**config.mk**
```make
export PLATFORM = sky130hd
export DESIGN_NAME = elci_top
export DESIGN_NICKNAME = d
export VERILOG_FILES = /design/src/hdl/elci_pkg.sv /design/src/hdl/elci_map_if.sv /design/src/hdl/elci_line_map.sv /design/src/hdl/elci_top.sv
export VERILOG_INCLUDE_DIRS = /design/src /design/src/hdl
export SDC_FILE = /design/constraint.sdc
export NUM_CORES = 1
export LEC_CHECK = 0
export BUFFER_PORTS_ARGS = -buffer_cell sky130_fd_sc_hd__buf_4
export CAP_MARGIN = 20
export CORE_MARGIN = 2
export CORE_UTILIZATION = 62
export DETAILED_ROUTE_END_ITERATION = 6
export GPL_ROUTABILITY_DRIVEN = 0
export PLACE_DENSITY = 0.85
export SKIP_CTS_REPAIR_TIMING = 1
export SYNTH_ARGS = -nofsm -noshare
export SYNTH_HDL_FRONTEND = slang
export SYNTH_SLANG_ARGS = --single-unit
```
**constraint.sdc**
```tcl
create_clock -name core_clk -period 7.6 [get_ports core_clk]
set_input_delay 0.76 -clock core_clk [delete_from_list [all_inputs] [get_ports core_clk]]
set_output_delay 0.76 -clock core_clk [all_outputs]
set_load 0.1 [all_outputs]
```
**src/hdl/elci_consts.svh**
```systemverilog
// Constants for the encoder line-count and initialisation block.
// Assumes inclusion by bare name from files that need offsets or counts.
`ifndef ELCI_CONSTS_SVH
`define ELCI_CONSTS_SVH

// ----------------------------------------
// Register offsets (byte addresses)
// ----------------------------------------
`define ELCI_OFF_CTRL 8'h00
`define ELCI_OFF_ENC_CFG 8'h04
`define ELCI_OFF_LINES 8'h08
`define ELCI_OFF_POLES1 8'h0c
`define ELCI_OFF_POLES2 8'h10
`define ELCI_OFF_REINIT 8'h14
`define ELCI_OFF_STATUS 8'h18
`define ELCI_OFF_EFFECTIVE 8'h1c
`define ELCI_OFF_IRQ_STAT 8'h20
`define ELCI_OFF_IRQ_MASK 8'h24

// ----------------------------------------
// Field positions
// ----------------------------------------
`define ELCI_CTRL_GEN_NEW 0
`define ELCI_CTRL_AUTOCFG 1
`define ELCI_CTRL_DRV_EN 2
`define ELCI_CFG_LINEAR 4
`define ELCI_ST_DONE 0
`define ELCI_ST_COMMUT 1
`define ELCI_ST_BUSY 2
`define ELCI_IRQ_DONE 0
`define ELCI_IRQ_START 1
`define ELCI_IRQ_REFUSED 2

// ----------------------------------------
// Reset values and limits
// ----------------------------------------
`define ELCI_CTRL_RST 3'h1
`define ELCI_LINES_RST 16'h0400
`define ELCI_POLES_RST 8'h04
`define ELCI_LINES_MAX 16'hc350
`define ELCI_MIN_NEW 16'h0001
`define ELCI_MIN_OLD 16'h0002
`define ELCI_PLAIN_LIM_OLD 16'h4000
`define ELCI_CAP_COMM_OLD 16'h4000
`define ELCI_CAP_SC 16'h8000
`define ELCI_ANG_120 16'h5555

// ----------------------------------------
// Trip codes whose reset restarts initialisation
// ----------------------------------------
`define ELCI_TRIP_A_LO 5'h01
`define ELCI_TRIP_A_HI 5'h08
`define ELCI_TRIP_B_LO 5'h0b
`define ELCI_TRIP_B_HI 5'h11
`define ELCI_TRIP_SUPPLY 5'h1f

// ----------------------------------------
// Timing
// ----------------------------------------
`define ELCI_CLK_MHZ 50
`define ELCI_SETTLE_NS 1000
`define ELCI_SETTLE_CYC ((`ELCI_SETTLE_NS * `ELCI_CLK_MHZ + 999) / 1000)

`endif

```
**src/hdl/elci_pkg.sv**
```systemverilog
// Types shared by the encoder line-count and initialisation block.
// Assumes nothing beyond a SystemVerilog compiler.
package elci_pkg;

   typedef enum logic [3:0] {
      quadrature_incremental,
      freq_dir_incremental,
      fwd_rev_incremental,
      quadrature_with_commutation,
      freq_dir_with_commutation,
      fwd_rev_with_commutation,
      sine_cosine_plain,
      sine_cosine_serial_type_a,
      sine_cosine_serial_type_b,
      sine_cosine_synchronous_serial
   } elci_enc_t;

   typedef enum logic [1:0] {
      st_powerup,
      st_start,
      st_wait,
      st_idle
   } elci_state_t;

endpackage

```
**src/hdl/elci_map_if.sv**
```systemverilog
// Carrier between the control top and the line-count mapper.
// Assumes the mapper is purely combinational.
`timescale 1ns/1ns
interface elci_map_if;
   logic [15:0] setting;
   elci_pkg::elci_enc_t enc_type;
   logic linear;
   logic gen_new;
   logic [15:0] effective;

   modport req (output setting, output enc_type, output linear, output gen_new,
      input effective);
   modport map (input setting, input enc_type, input linear, input gen_new,
      output effective);
endinterface

```
**src/hdl/elci_line_map.sv**
```systemverilog
// Mapper from the stored line setting to the effective line count.
// Assumes a settled setting; result is combinational.
`include "elci_consts.svh"
`timescale 1ns/1ns
module elci_line_map (
   elci_map_if.map m
);

   function automatic logic [15:0] pow2_floor(input logic [15:0] v);
      logic [15:0] r;
      r = 16'h0000;
      for (int i = 0; i < 16; i++) begin
         if (v[i]) begin
            r = 16'(16'h0001 << i);
         end
      end
      return r;
   endfunction

   function automatic logic [15:0] pow2_clamp(input logic [15:0] v, input logic [15:0] lo,
      input logic [15:0] hi);
      if (v <= lo) begin
         return lo;
      end else if (v >= hi) begin
         return hi;
      end
      return pow2_floor(v);
   endfunction

   always_comb begin
      m.effective = m.setting;
      if (m.gen_new) begin
         // Rotary serial types only; linear keeps the setting
         if (m.enc_type >= elci_pkg::sine_cosine_serial_type_a && !m.linear) begin
            m.effective = pow2_clamp(m.setting, `ELCI_MIN_NEW, `ELCI_CAP_SC);
         end
      end else begin
         if (m.enc_type <= elci_pkg::fwd_rev_incremental) begin
            if (m.setting < `ELCI_MIN_OLD) begin
               m.effective = `ELCI_MIN_OLD;
            end else if (m.setting > `ELCI_PLAIN_LIM_OLD) begin
               m.effective = {m.setting[15:2], 2'b00};
            end
         end else if (m.enc_type <= elci_pkg::fwd_rev_with_commutation) begin
            m.effective = pow2_clamp(m.setting, `ELCI_MIN_OLD, `ELCI_CAP_COMM_OLD);
         end else begin
            m.effective = pow2_clamp(m.setting, `ELCI_MIN_OLD, `ELCI_CAP_SC);
         end
      end
   end

endmodule

```
**src/hdl/elci_top.sv**
```systemverilog
// Encoder line-count restriction and encoder initialisation sequencer.
// Assumes encoder ready lines come from pins; trip and angle inputs share core_clk.
`include "elci_consts.svh"
`timescale 1ns/1ns

// Operation
// - Line setting accepts zero up to 50,000; larger writes saturate.
// - Newer: incremental, commutation and plain sine-cosine use setting unchanged.
// - Newer rotary serial: 1 at or below 1, power of two, cap 32,768.
// - Newer linear serial encoders use setting unchanged.
// - Older plain incremental: 2 below 2, unchanged to 16,384, else multiple of 4.
// - Older commutation types: 2 at or below 2, power of two, cap 16,384.
// - Older sine-cosine types: 2 at or below 2, power of two, cap 32,768.
// - Done flag cleared at power-up, set once all encoders are ready.
// - Drive output enable is refused while done flag is clear.
// - Initialisation starts at power-up and on a re-initialise write.
// - Initialisation starts when supply or encoder fault trips are reset.
// - Newer generation only: initialisation starts when line setting or a pole count changes.
// - Start re-initialises serial encoders and, for serial types only, runs auto-configuration if selected.
// - Commutation types use commutation signals for first 120 degrees after restart.
module elci_top #(
   parameter int N_OPT = 2
) (
   input wire logic core_clk,
   input wire logic rst_n,
   input wire logic [7:0] reg_addr,
   input wire logic [31:0] reg_wdata,
   input wire logic reg_wr,
   input wire logic reg_rd,
   output logic [31:0] reg_rdata,
   input wire logic enc_main_ready,
   input wire logic [N_OPT-1:0] opt_enc_ready,
   input wire logic trip_reset,
   input wire logic [4:0] trip_code,
   input wire logic motor_restart,
   input wire logic [15:0] elec_angle,
   output logic enc_serial_reinit,
   output logic enc_autocfg_run,
   output logic drive_enable,
   output logic commutation_active,
   output logic irq
);

   localparam logic [7:0] SETTLE_CYC = 8'(`ELCI_SETTLE_CYC);

   if (N_OPT < 1 || N_OPT > 8) begin : g_bad_nopt
      $error("N_OPT must be 1 to 8");
   end

   function automatic logic restart_trip(input logic [4:0] code);
      return (code == `ELCI_TRIP_SUPPLY)
         || (code >= `ELCI_TRIP_A_LO && code <= `ELCI_TRIP_A_HI)
         || (code >= `ELCI_TRIP_B_LO && code <= `ELCI_TRIP_B_HI);
   endfunction

   // ----------------------------------------
   // Ready synchronisers
   // ----------------------------------------
   logic [N_OPT:0] rdy_meta_reg;
   logic [N_OPT:0] rdy_sync_reg;

   always_ff @(posedge core_clk) begin
      if (!rst_n) begin
         rdy_meta_reg <= '0;
         rdy_sync_reg <= '0;
      end else begin
         rdy_meta_reg <= {opt_enc_ready, enc_main_ready};
         rdy_sync_reg <= rdy_meta_reg;
      end
   end

   wire logic all_ready = &rdy_sync_reg;

   // ----------------------------------------
   // Registers
   // ----------------------------------------
   logic [2:0] ctrl_reg, ctrl_next;
   elci_pkg::elci_enc_t type_reg, type_next;
   logic linear_reg, linear_next;
   logic [15:0] lines_reg, lines_next;
   logic [7:0] poles1_reg, poles1_next;
   logic [7:0] poles2_reg, poles2_next;
   logic [2:0] irq_stat_reg, irq_stat_next;
   logic [2:0] irq_mask_reg, irq_mask_next;
   logic [31:0] rdata_reg, rdata_next;
   logic [15:0] eff_reg, eff_next;
   logic cfg_change, reinit_wr;
   logic [2:0] irq_event;

   elci_map_if mif ();
   elci_line_map u_map (
      .m (mif.map)
   );

   assign mif.setting = lines_reg;
   assign mif.enc_type = type_reg;
   assign mif.linear = linear_reg;
   assign mif.gen_new = ctrl_reg[`ELCI_CTRL_GEN_NEW];

   logic done_reg, done_next;
   logic comm_reg, comm_next;
   elci_pkg::elci_state_t state_reg, state_next;

   always_comb begin
      ctrl_next = ctrl_reg;
      type_next = type_reg;
      linear_next = linear_reg;
      lines_next = lines_reg;
      poles1_next = poles1_reg;
      poles2_next = poles2_reg;
      irq_mask_next = irq_mask_reg;
      rdata_next = 32'h0000_0000;
      cfg_change = 1'b0;
      reinit_wr = 1'b0;
      eff_next = mif.effective;
      if (reg_wr) begin
         if (reg_addr == `ELCI_OFF_CTRL) begin
            ctrl_next = reg_wdata[2:0];
         end else if (reg_addr == `ELCI_OFF_ENC_CFG) begin
            if (reg_wdata[3:0] <= 4'(elci_pkg::sine_cosine_synchronous_serial)) begin
               type_next = elci_pkg::elci_enc_t'(reg_wdata[3:0]);
            end
            linear_next = reg_wdata[`ELCI_CFG_LINEAR];
         end else if (reg_addr == `ELCI_OFF_LINES) begin
            // Store saturates rather than wraps so software never sees an alias
            lines_next = (reg_wdata > 32'(`ELCI_LINES_MAX)) ? `ELCI_LINES_MAX
               : reg_wdata[15:0];
            cfg_change = (lines_next != lines_reg);
         end else if (reg_addr == `ELCI_OFF_POLES1) begin
            poles1_next = reg_wdata[7:0];
            cfg_change = (reg_wdata[7:0] != poles1_reg);
         end else if (reg_addr == `ELCI_OFF_POLES2) begin
            poles2_next = reg_wdata[7:0];
            cfg_change = (reg_wdata[7:0] != poles2_reg);
         end else if (reg_addr == `ELCI_OFF_REINIT) begin
            reinit_wr = 1'b1;
         end else if (reg_addr == `ELCI_OFF_IRQ_MASK) begin
            irq_mask_next = reg_wdata[2:0];
         end
      end
      if (reg_rd) begin
         if (reg_addr == `ELCI_OFF_CTRL) begin
            rdata_next = {29'h0, ctrl_reg};
         end else if (reg_addr == `ELCI_OFF_ENC_CFG) begin
            rdata_next = {27'h0, linear_reg, type_reg};
         end else if (reg_addr == `ELCI_OFF_LINES) begin
            rdata_next = {16'h0, lines_reg};
         end else if (reg_addr == `ELCI_OFF_POLES1) begin
            rdata_next = {24'h0, poles1_reg};
         end else if (reg_addr == `ELCI_OFF_POLES2) begin
            rdata_next = {24'h0, poles2_reg};
         end else if (reg_addr == `ELCI_OFF_STATUS) begin
            rdata_next = {29'h0, state_reg != elci_pkg::st_idle, comm_reg, done_reg};
         end else if (reg_addr == `ELCI_OFF_EFFECTIVE) begin
            rdata_next = {16'h0, eff_reg};
         end else if (reg_addr == `ELCI_OFF_IRQ_STAT) begin
            rdata_next = {29'h0, irq_stat_reg};
         end else if (reg_addr == `ELCI_OFF_IRQ_MASK) begin
            rdata_next = {29'h0, irq_mask_reg};
         end
      end
      // A new event wins over the clearing read in the same cycle
      irq_stat_next = irq_stat_reg;
      if (reg_rd && reg_addr == `ELCI_OFF_IRQ_STAT) begin
         irq_stat_next = 3'h0;
      end
      irq_stat_next = irq_stat_next | irq_event;
   end

   always_ff @(posedge core_clk) begin
      if (!rst_n) begin
         ctrl_reg <= `ELCI_CTRL_RST;
         type_reg <= elci_pkg::quadrature_incremental;
         linear_reg <= 1'b0;
         lines_reg <= `ELCI_LINES_RST;
         poles1_reg <= `ELCI_POLES_RST;
         poles2_reg <= `ELCI_POLES_RST;
         irq_stat_reg <= 3'h0;
         irq_mask_reg <= 3'h0;
         rdata_reg <= 32'h0000_0000;
         eff_reg <= 16'h0000;
      end else begin
         ctrl_reg <= ctrl_next;
         type_reg <= type_next;
         linear_reg <= linear_next;
         lines_reg <= lines_next;
         poles1_reg <= poles1_next;
         poles2_reg <= poles2_next;
         irq_stat_reg <= irq_stat_next;
         irq_mask_reg <= irq_mask_next;
         rdata_reg <= rdata_next;
         eff_reg <= eff_next;
      end
   end

   assign reg_rdata = rdata_reg;
   assign irq = |(irq_stat_reg & irq_mask_reg);

   // ----------------------------------------
   // Initialisation sequencer
   // ----------------------------------------
   logic [7:0] settle_reg, settle_next;
   logic reinit_reg, reinit_next;
   logic autocfg_reg, autocfg_next;
   logic drv_reg, drv_next;
   logic [15:0] ang0_reg, ang0_next;
   logic [15:0] ang_diff, ang_trav;
   logic trig, serial_type, comm_type;

   always_comb begin
      serial_type = (type_reg >= elci_pkg::sine_cosine_serial_type_a);
      comm_type = (type_reg >= elci_pkg::quadrature_with_commutation)
         && (type_reg <= elci_pkg::fwd_rev_with_commutation);
      trig = reinit_wr
         || (trip_reset && restart_trip(trip_code))
         || (cfg_change && ctrl_reg[`ELCI_CTRL_GEN_NEW]);
      state_next = state_reg;
      settle_next = settle_reg;
      done_next = done_reg;
      case (state_reg)
         elci_pkg::st_powerup: begin
            state_next = elci_pkg::st_start;
         end
         elci_pkg::st_start: begin
            state_next = elci_pkg::st_wait;
            settle_next = SETTLE_CYC;
         end
         elci_pkg::st_wait: begin
            // Settle lets ready lines drop before they are trusted again
            if (settle_reg != 8'h00) begin
               settle_next = settle_reg - 8'h01;
            end else if (all_ready) begin
               state_next = elci_pkg::st_idle;
               done_next = 1'b1;
            end
         end
         default: begin
         end
      endcase
      if (trig && state_reg != elci_pkg::st_powerup) begin
         state_next = elci_pkg::st_start;
         done_next = 1'b0;
      end
      if (state_next == elci_pkg::st_start) begin
         done_next = 1'b0;
      end
      reinit_next = (state_next == elci_pkg::st_start) && serial_type;
      autocfg_next = reinit_next && ctrl_reg[`ELCI_CTRL_AUTOCFG];
      drv_next = ctrl_reg[`ELCI_CTRL_DRV_EN] && done_next;
      ang_diff = elec_angle - ang0_reg;
      ang_trav = ang_diff[15] ? 16'(16'h0000 - ang_diff) : ang_diff;
      ang0_next = ang0_reg;
      comm_next = comm_reg;
      if (motor_restart && done_reg && comm_type) begin
         comm_next = 1'b1;
         ang0_next = elec_angle;
      end else if (comm_reg && (ang_trav >= `ELCI_ANG_120 || !done_reg)) begin
         comm_next = 1'b0;
      end
      irq_event[`ELCI_IRQ_DONE] = done_next && !done_reg;
      irq_event[`ELCI_IRQ_START] = (state_next == elci_pkg::st_start);
      irq_event[`ELCI_IRQ_REFUSED] = ctrl_reg[`ELCI_CTRL_DRV_EN] && !done_reg;
   end

   always_ff @(posedge core_clk) begin
      if (!rst_n) begin
         state_reg <= elci_pkg::st_powerup;
         settle_reg <= 8'h00;
         done_reg <= 1'b0;
         reinit_reg <= 1'b0;
         autocfg_reg <= 1'b0;
         drv_reg <= 1'b0;
         comm_reg <= 1'b0;
         ang0_reg <= 16'h0000;
      end else begin
         state_reg <= state_next;
         settle_reg <= settle_next;
         done_reg <= done_next;
         reinit_reg <= reinit_next;
         autocfg_reg <= autocfg_next;
         drv_reg <= drv_next;
         comm_reg <= comm_next;
         ang0_reg <= ang0_next;
      end
   end

   assign enc_serial_reinit = reinit_reg;
   assign enc_autocfg_run = autocfg_reg;
   assign drive_enable = drv_reg;
   assign commutation_active = comm_reg;
endmodule

```
==> impl_metrics.ini <==
[critical_path]
crit_path_max_fanout = 5
r2r_end = commutation_active
cp_slowest_cell = nor4_1
timing.rr.start = ang0_reg[0]
cp_top_family = compound AO/OA/AOI/OAI gates
endpoint_kind = register
crit_buf_inv = 3
cpMostUsedCell = inv_1
worstPathCellList = buf_4 > inv_1 > ha_1 > inv_1 > fa_1 > a21o_1 > a21oi_1 > xnor2_1 > nor4_1 > o2111ai_1 > o31ai_1 > xor2_1 > nand2_1 > o311a_1
worstPathArrival_ns = 4.09
startpoint_type = input port
required_ns = 7.90
crit_cells = 14
cp_slowest_stage_delay_ns = 0.61
critical_path_class = in2reg
startpoint = elec_angle[0]
r2r_setup_slack_ns = 3.97
cp-endpoint = commutation_active
reg2reg_depth = 12

[power]
p_switching_uw = 438.3
netSwitchingFraction_pct = 25.01
vdd_drop_max_uv = 213.5
power_frac_clock_pct = 51.3
pwr-share-seq_pct = 35.5
comb_power_share_pct = 13.2
internal-power_uw = 1314
p_leak_uw = 0.003295
p_per_area_nw_per_um2 = 210.6

[global_route]
grt_pass1_vias = 6275
overflow = 0
antenna_found_initial = 0
top_usage_layer = met2
grt_usage_pct = 29.19
grtUsageMet2_pct = 46.67
grt_pass1_wl_mm = 29.63
grt_max_degree = 93
use_met3_pct = 6.861
grtUsageMet1_pct = 38.34

[placement]
port_buffers = 90
placed_cells = 1060
hpwl_mm = 12.03

[cts]
cts.sink_count = 115
cts_tree = done
clk_path_buf_depth = 2
htree_levels = 4
clockRootBuffer = clkbuf_16
clock_latency_ns = 0.42
clkTransAtPathRegs_ns = 0.05
numCtsBuffers = 17

[routing]
ant_nets = 0
via_per_inst = 6.119
drt-wirelength-per-cell_um = 16.12
drt_iter0_markers = 539
drc = 0
num_vias = 6688
firstDrtPassIters = 5
postRouteWirelength_mm = 17.62

[worst_hold_path]
hold_class = reg2reg

[die]
die_area_um2 = 12190
die_w_um = 110.4
num_io_pins = 107
start_util_pct = 64.20
placementRows = 38
coreArea_um2 = 10940
die_y_um = 110.4

[sta]
finalSetupTns_ns = 0
slew_headroom_pct = 28.88
finalHoldViolations = 0
setup_viol_count_final = 0
finalCriticalPeriod_ns = 3.787
fin_crit_sh_pct = 49.83
fmax_mhz = 264.1
rsz0062_at_grt = false
maxSlewViolCount = 0
tightest_slew_ns = 1.063
skew_ns = 0.006309

[synthesis]
yosysTopAreaCell = dfxtp_1
yosysWarnings = 0
synth.top_cells.by_area = dfxtp_1, nand2_1, a21boi_0
synth_edf_count = 0
synthFlopType = dfxtp_1
synthCells = 877
synth_top_area_share_pct = 32.79
ys_ff_latch = 115
synth_area_um2 = 7020
async_flop_share_pct = 0
syn_area_per_cell_um2 = 8.005
synth_cell_types = 81
seq_area_frac_synth_pct = 32.79

[cells_and_area]
diodes = 0
drive_above_1_share_pct = 15.63
stdcell_count = 1093
syn2layout_area_growth_pct = 18.52
nNetsFinal = 1029

[run_status]
status = finished clean

[run]
drv_cap = 0
## cells in the mapped netlist (all sizes together), types with 18 or more instances
cell and number:
a21oi 45, nor2 63, nor2b 32, ha 18
nand3 35, dfxtp 115, xnor2 29, a21boi 35
clkbuf 42, mux2i 25, buf 22, nand2 97
o21ai 45, inv 39
## cells in the final DEF, fill, tap and decap left out, types with 6 or more instances in the layout
| master | instances |
|---|---|
| a21boi_0 | 34 |
| a21o_1 | 10 |
| a21oi_1 | 44 |
| a22oi_1 | 12 |
| a31oi_1 | 8 |
| and2_1 | 13 |
| and3_1 | 16 |
| buf_4 | 92 |
| bufinv_16 | 6 |
| clkbuf_16 | 17 |
| conb_1 | 16 |
| dfxtp_1 | 115 |
| ha_1 | 18 |
| inv_1 | 39 |
| mux2i_1 | 25 |
| nand2_1 | 97 |
| nand2b_1 | 8 |
| nand3_1 | 34 |
| nand4_1 | 9 |
| nor2_1 | 62 |
| nor2b_1 | 32 |
| nor3_1 | 14 |
| nor4_1 | 15 |
| o21a_1 | 8 |
| o21ai_0 | 45 |
| o31ai_1 | 7 |
| or2_2 | 6 |
| or3_1 | 6 |
| xnor2_1 | 28 |
| xor2_1 | 10 |
## worst reg2reg max path: stages (launching register included)
cell and delay, ns:
dfxtp_1 0.34, ha_1 0.18, inv_1 0.06, fa_1 0.43, a21o_1 0.23, a21oi_1 0.19, xnor2_1 0.19, nor4_1 0.61
o2111ai_1 0.36, o31ai_1 0.33, xor2_1 0.17, nand2_1 0.07, o311a_1 0.37
## cell type report
type / instances / area (um2)
Clock inverter: 14 / 235.2
Inverter: 39 / 146.4
Tap cell: 140 / 175.2
Fill cell: 833 / 2615
Clock buffer: 18 / 429.2
Timing Repair Buffer: 93 / 701.9
Multi-Input combinational cell: 674 / 4330
Sequential cell: 115 / 2302
## cells by family (layout without fill, tap and decap cells)
group | after synthesis | count (layout) | share of synthesized area (%)
adders and majority gates | 19 | 19 | 3.493
DFF | 115 | 115 | 32.79
and+or+nand+nor | 331 | 331 | 23.61
buffers and inverters | 103 | 164 | 6.398
muxes | 29 | 29 | 4.206
xor gates and xnor gates | 40 | 40 | 5.204
other | 1 | 16 | 0.05342
AOI/OAI and AO/OA | 239 | 239 | 24.24
## power groups by stage
stage,Combinational [uW],Clock (uW),Sequential [uW]
2_1_floorplan,171,0,634
3_3_place_gp,223,0,635
3_5_place_dp,226,0,635
4_1_cts,228,906,623
5_1_grt,251,934,624
6_report,231,898,623
## metrics by stage
| stage | utilization (%) | hold WS [ns] | area, um2 | total power [uW] | setup WS [ns] |
|---|---|---|---|---|---|
| final | 76.09 | 0.4379 | 8320 | 1752 | 3.813 |
| after global routing | 76.09 | 0.4556 | 8320 | 1809 | 3.529 |
| after CTS | 75.98 | 0.4422 | 8309 | 1757 | 3.875 |
| after detailed placement | 69.91 | 0.4292 | 7645 | 860.8 | 3.496 |
| after global placement | 69.91 | 0.4145 | 7645 | 857.5 | 3.630 |
| after floorplan | - | 0.4119 | 7077 | 804.2 | 3.885 |
## metal layers
| layer | vias up | share of wire (%) |
|---|---|---|
| met3 | 40 | 7.8 |
| met1 | 3087 | 43 |
| met4 | 0 | 1.9 |
| met2 | 301 | 47 |
| met5 | - | 0 |
| li1 | 3260 | - |
## worst min-delay path by stage
stage | slack, ns | endpoint | cells past startpoint | startpoint
3_5_place_dp | 0.43 | rdy_sync_reg[0] | 1 | rdy_meta_reg[0]
2_1_floorplan | 0.41 | rdy_sync_reg[0] | 1 | rdy_meta_reg[0]
3_3_place_gp | 0.41 | rdy_sync_reg[1] | 1 | rdy_meta_reg[1]
4_1_cts | 0.44 | rdy_sync_reg[0] | 1 | rdy_meta_reg[0]
5_1_grt | 0.46 | rdy_sync_reg[0] | 1 | rdy_meta_reg[0]
6_report | 0.44 | rdy_sync_reg[0] | 1 | rdy_meta_reg[0]
Note: power is estimated with default switching activity, not from simulation.
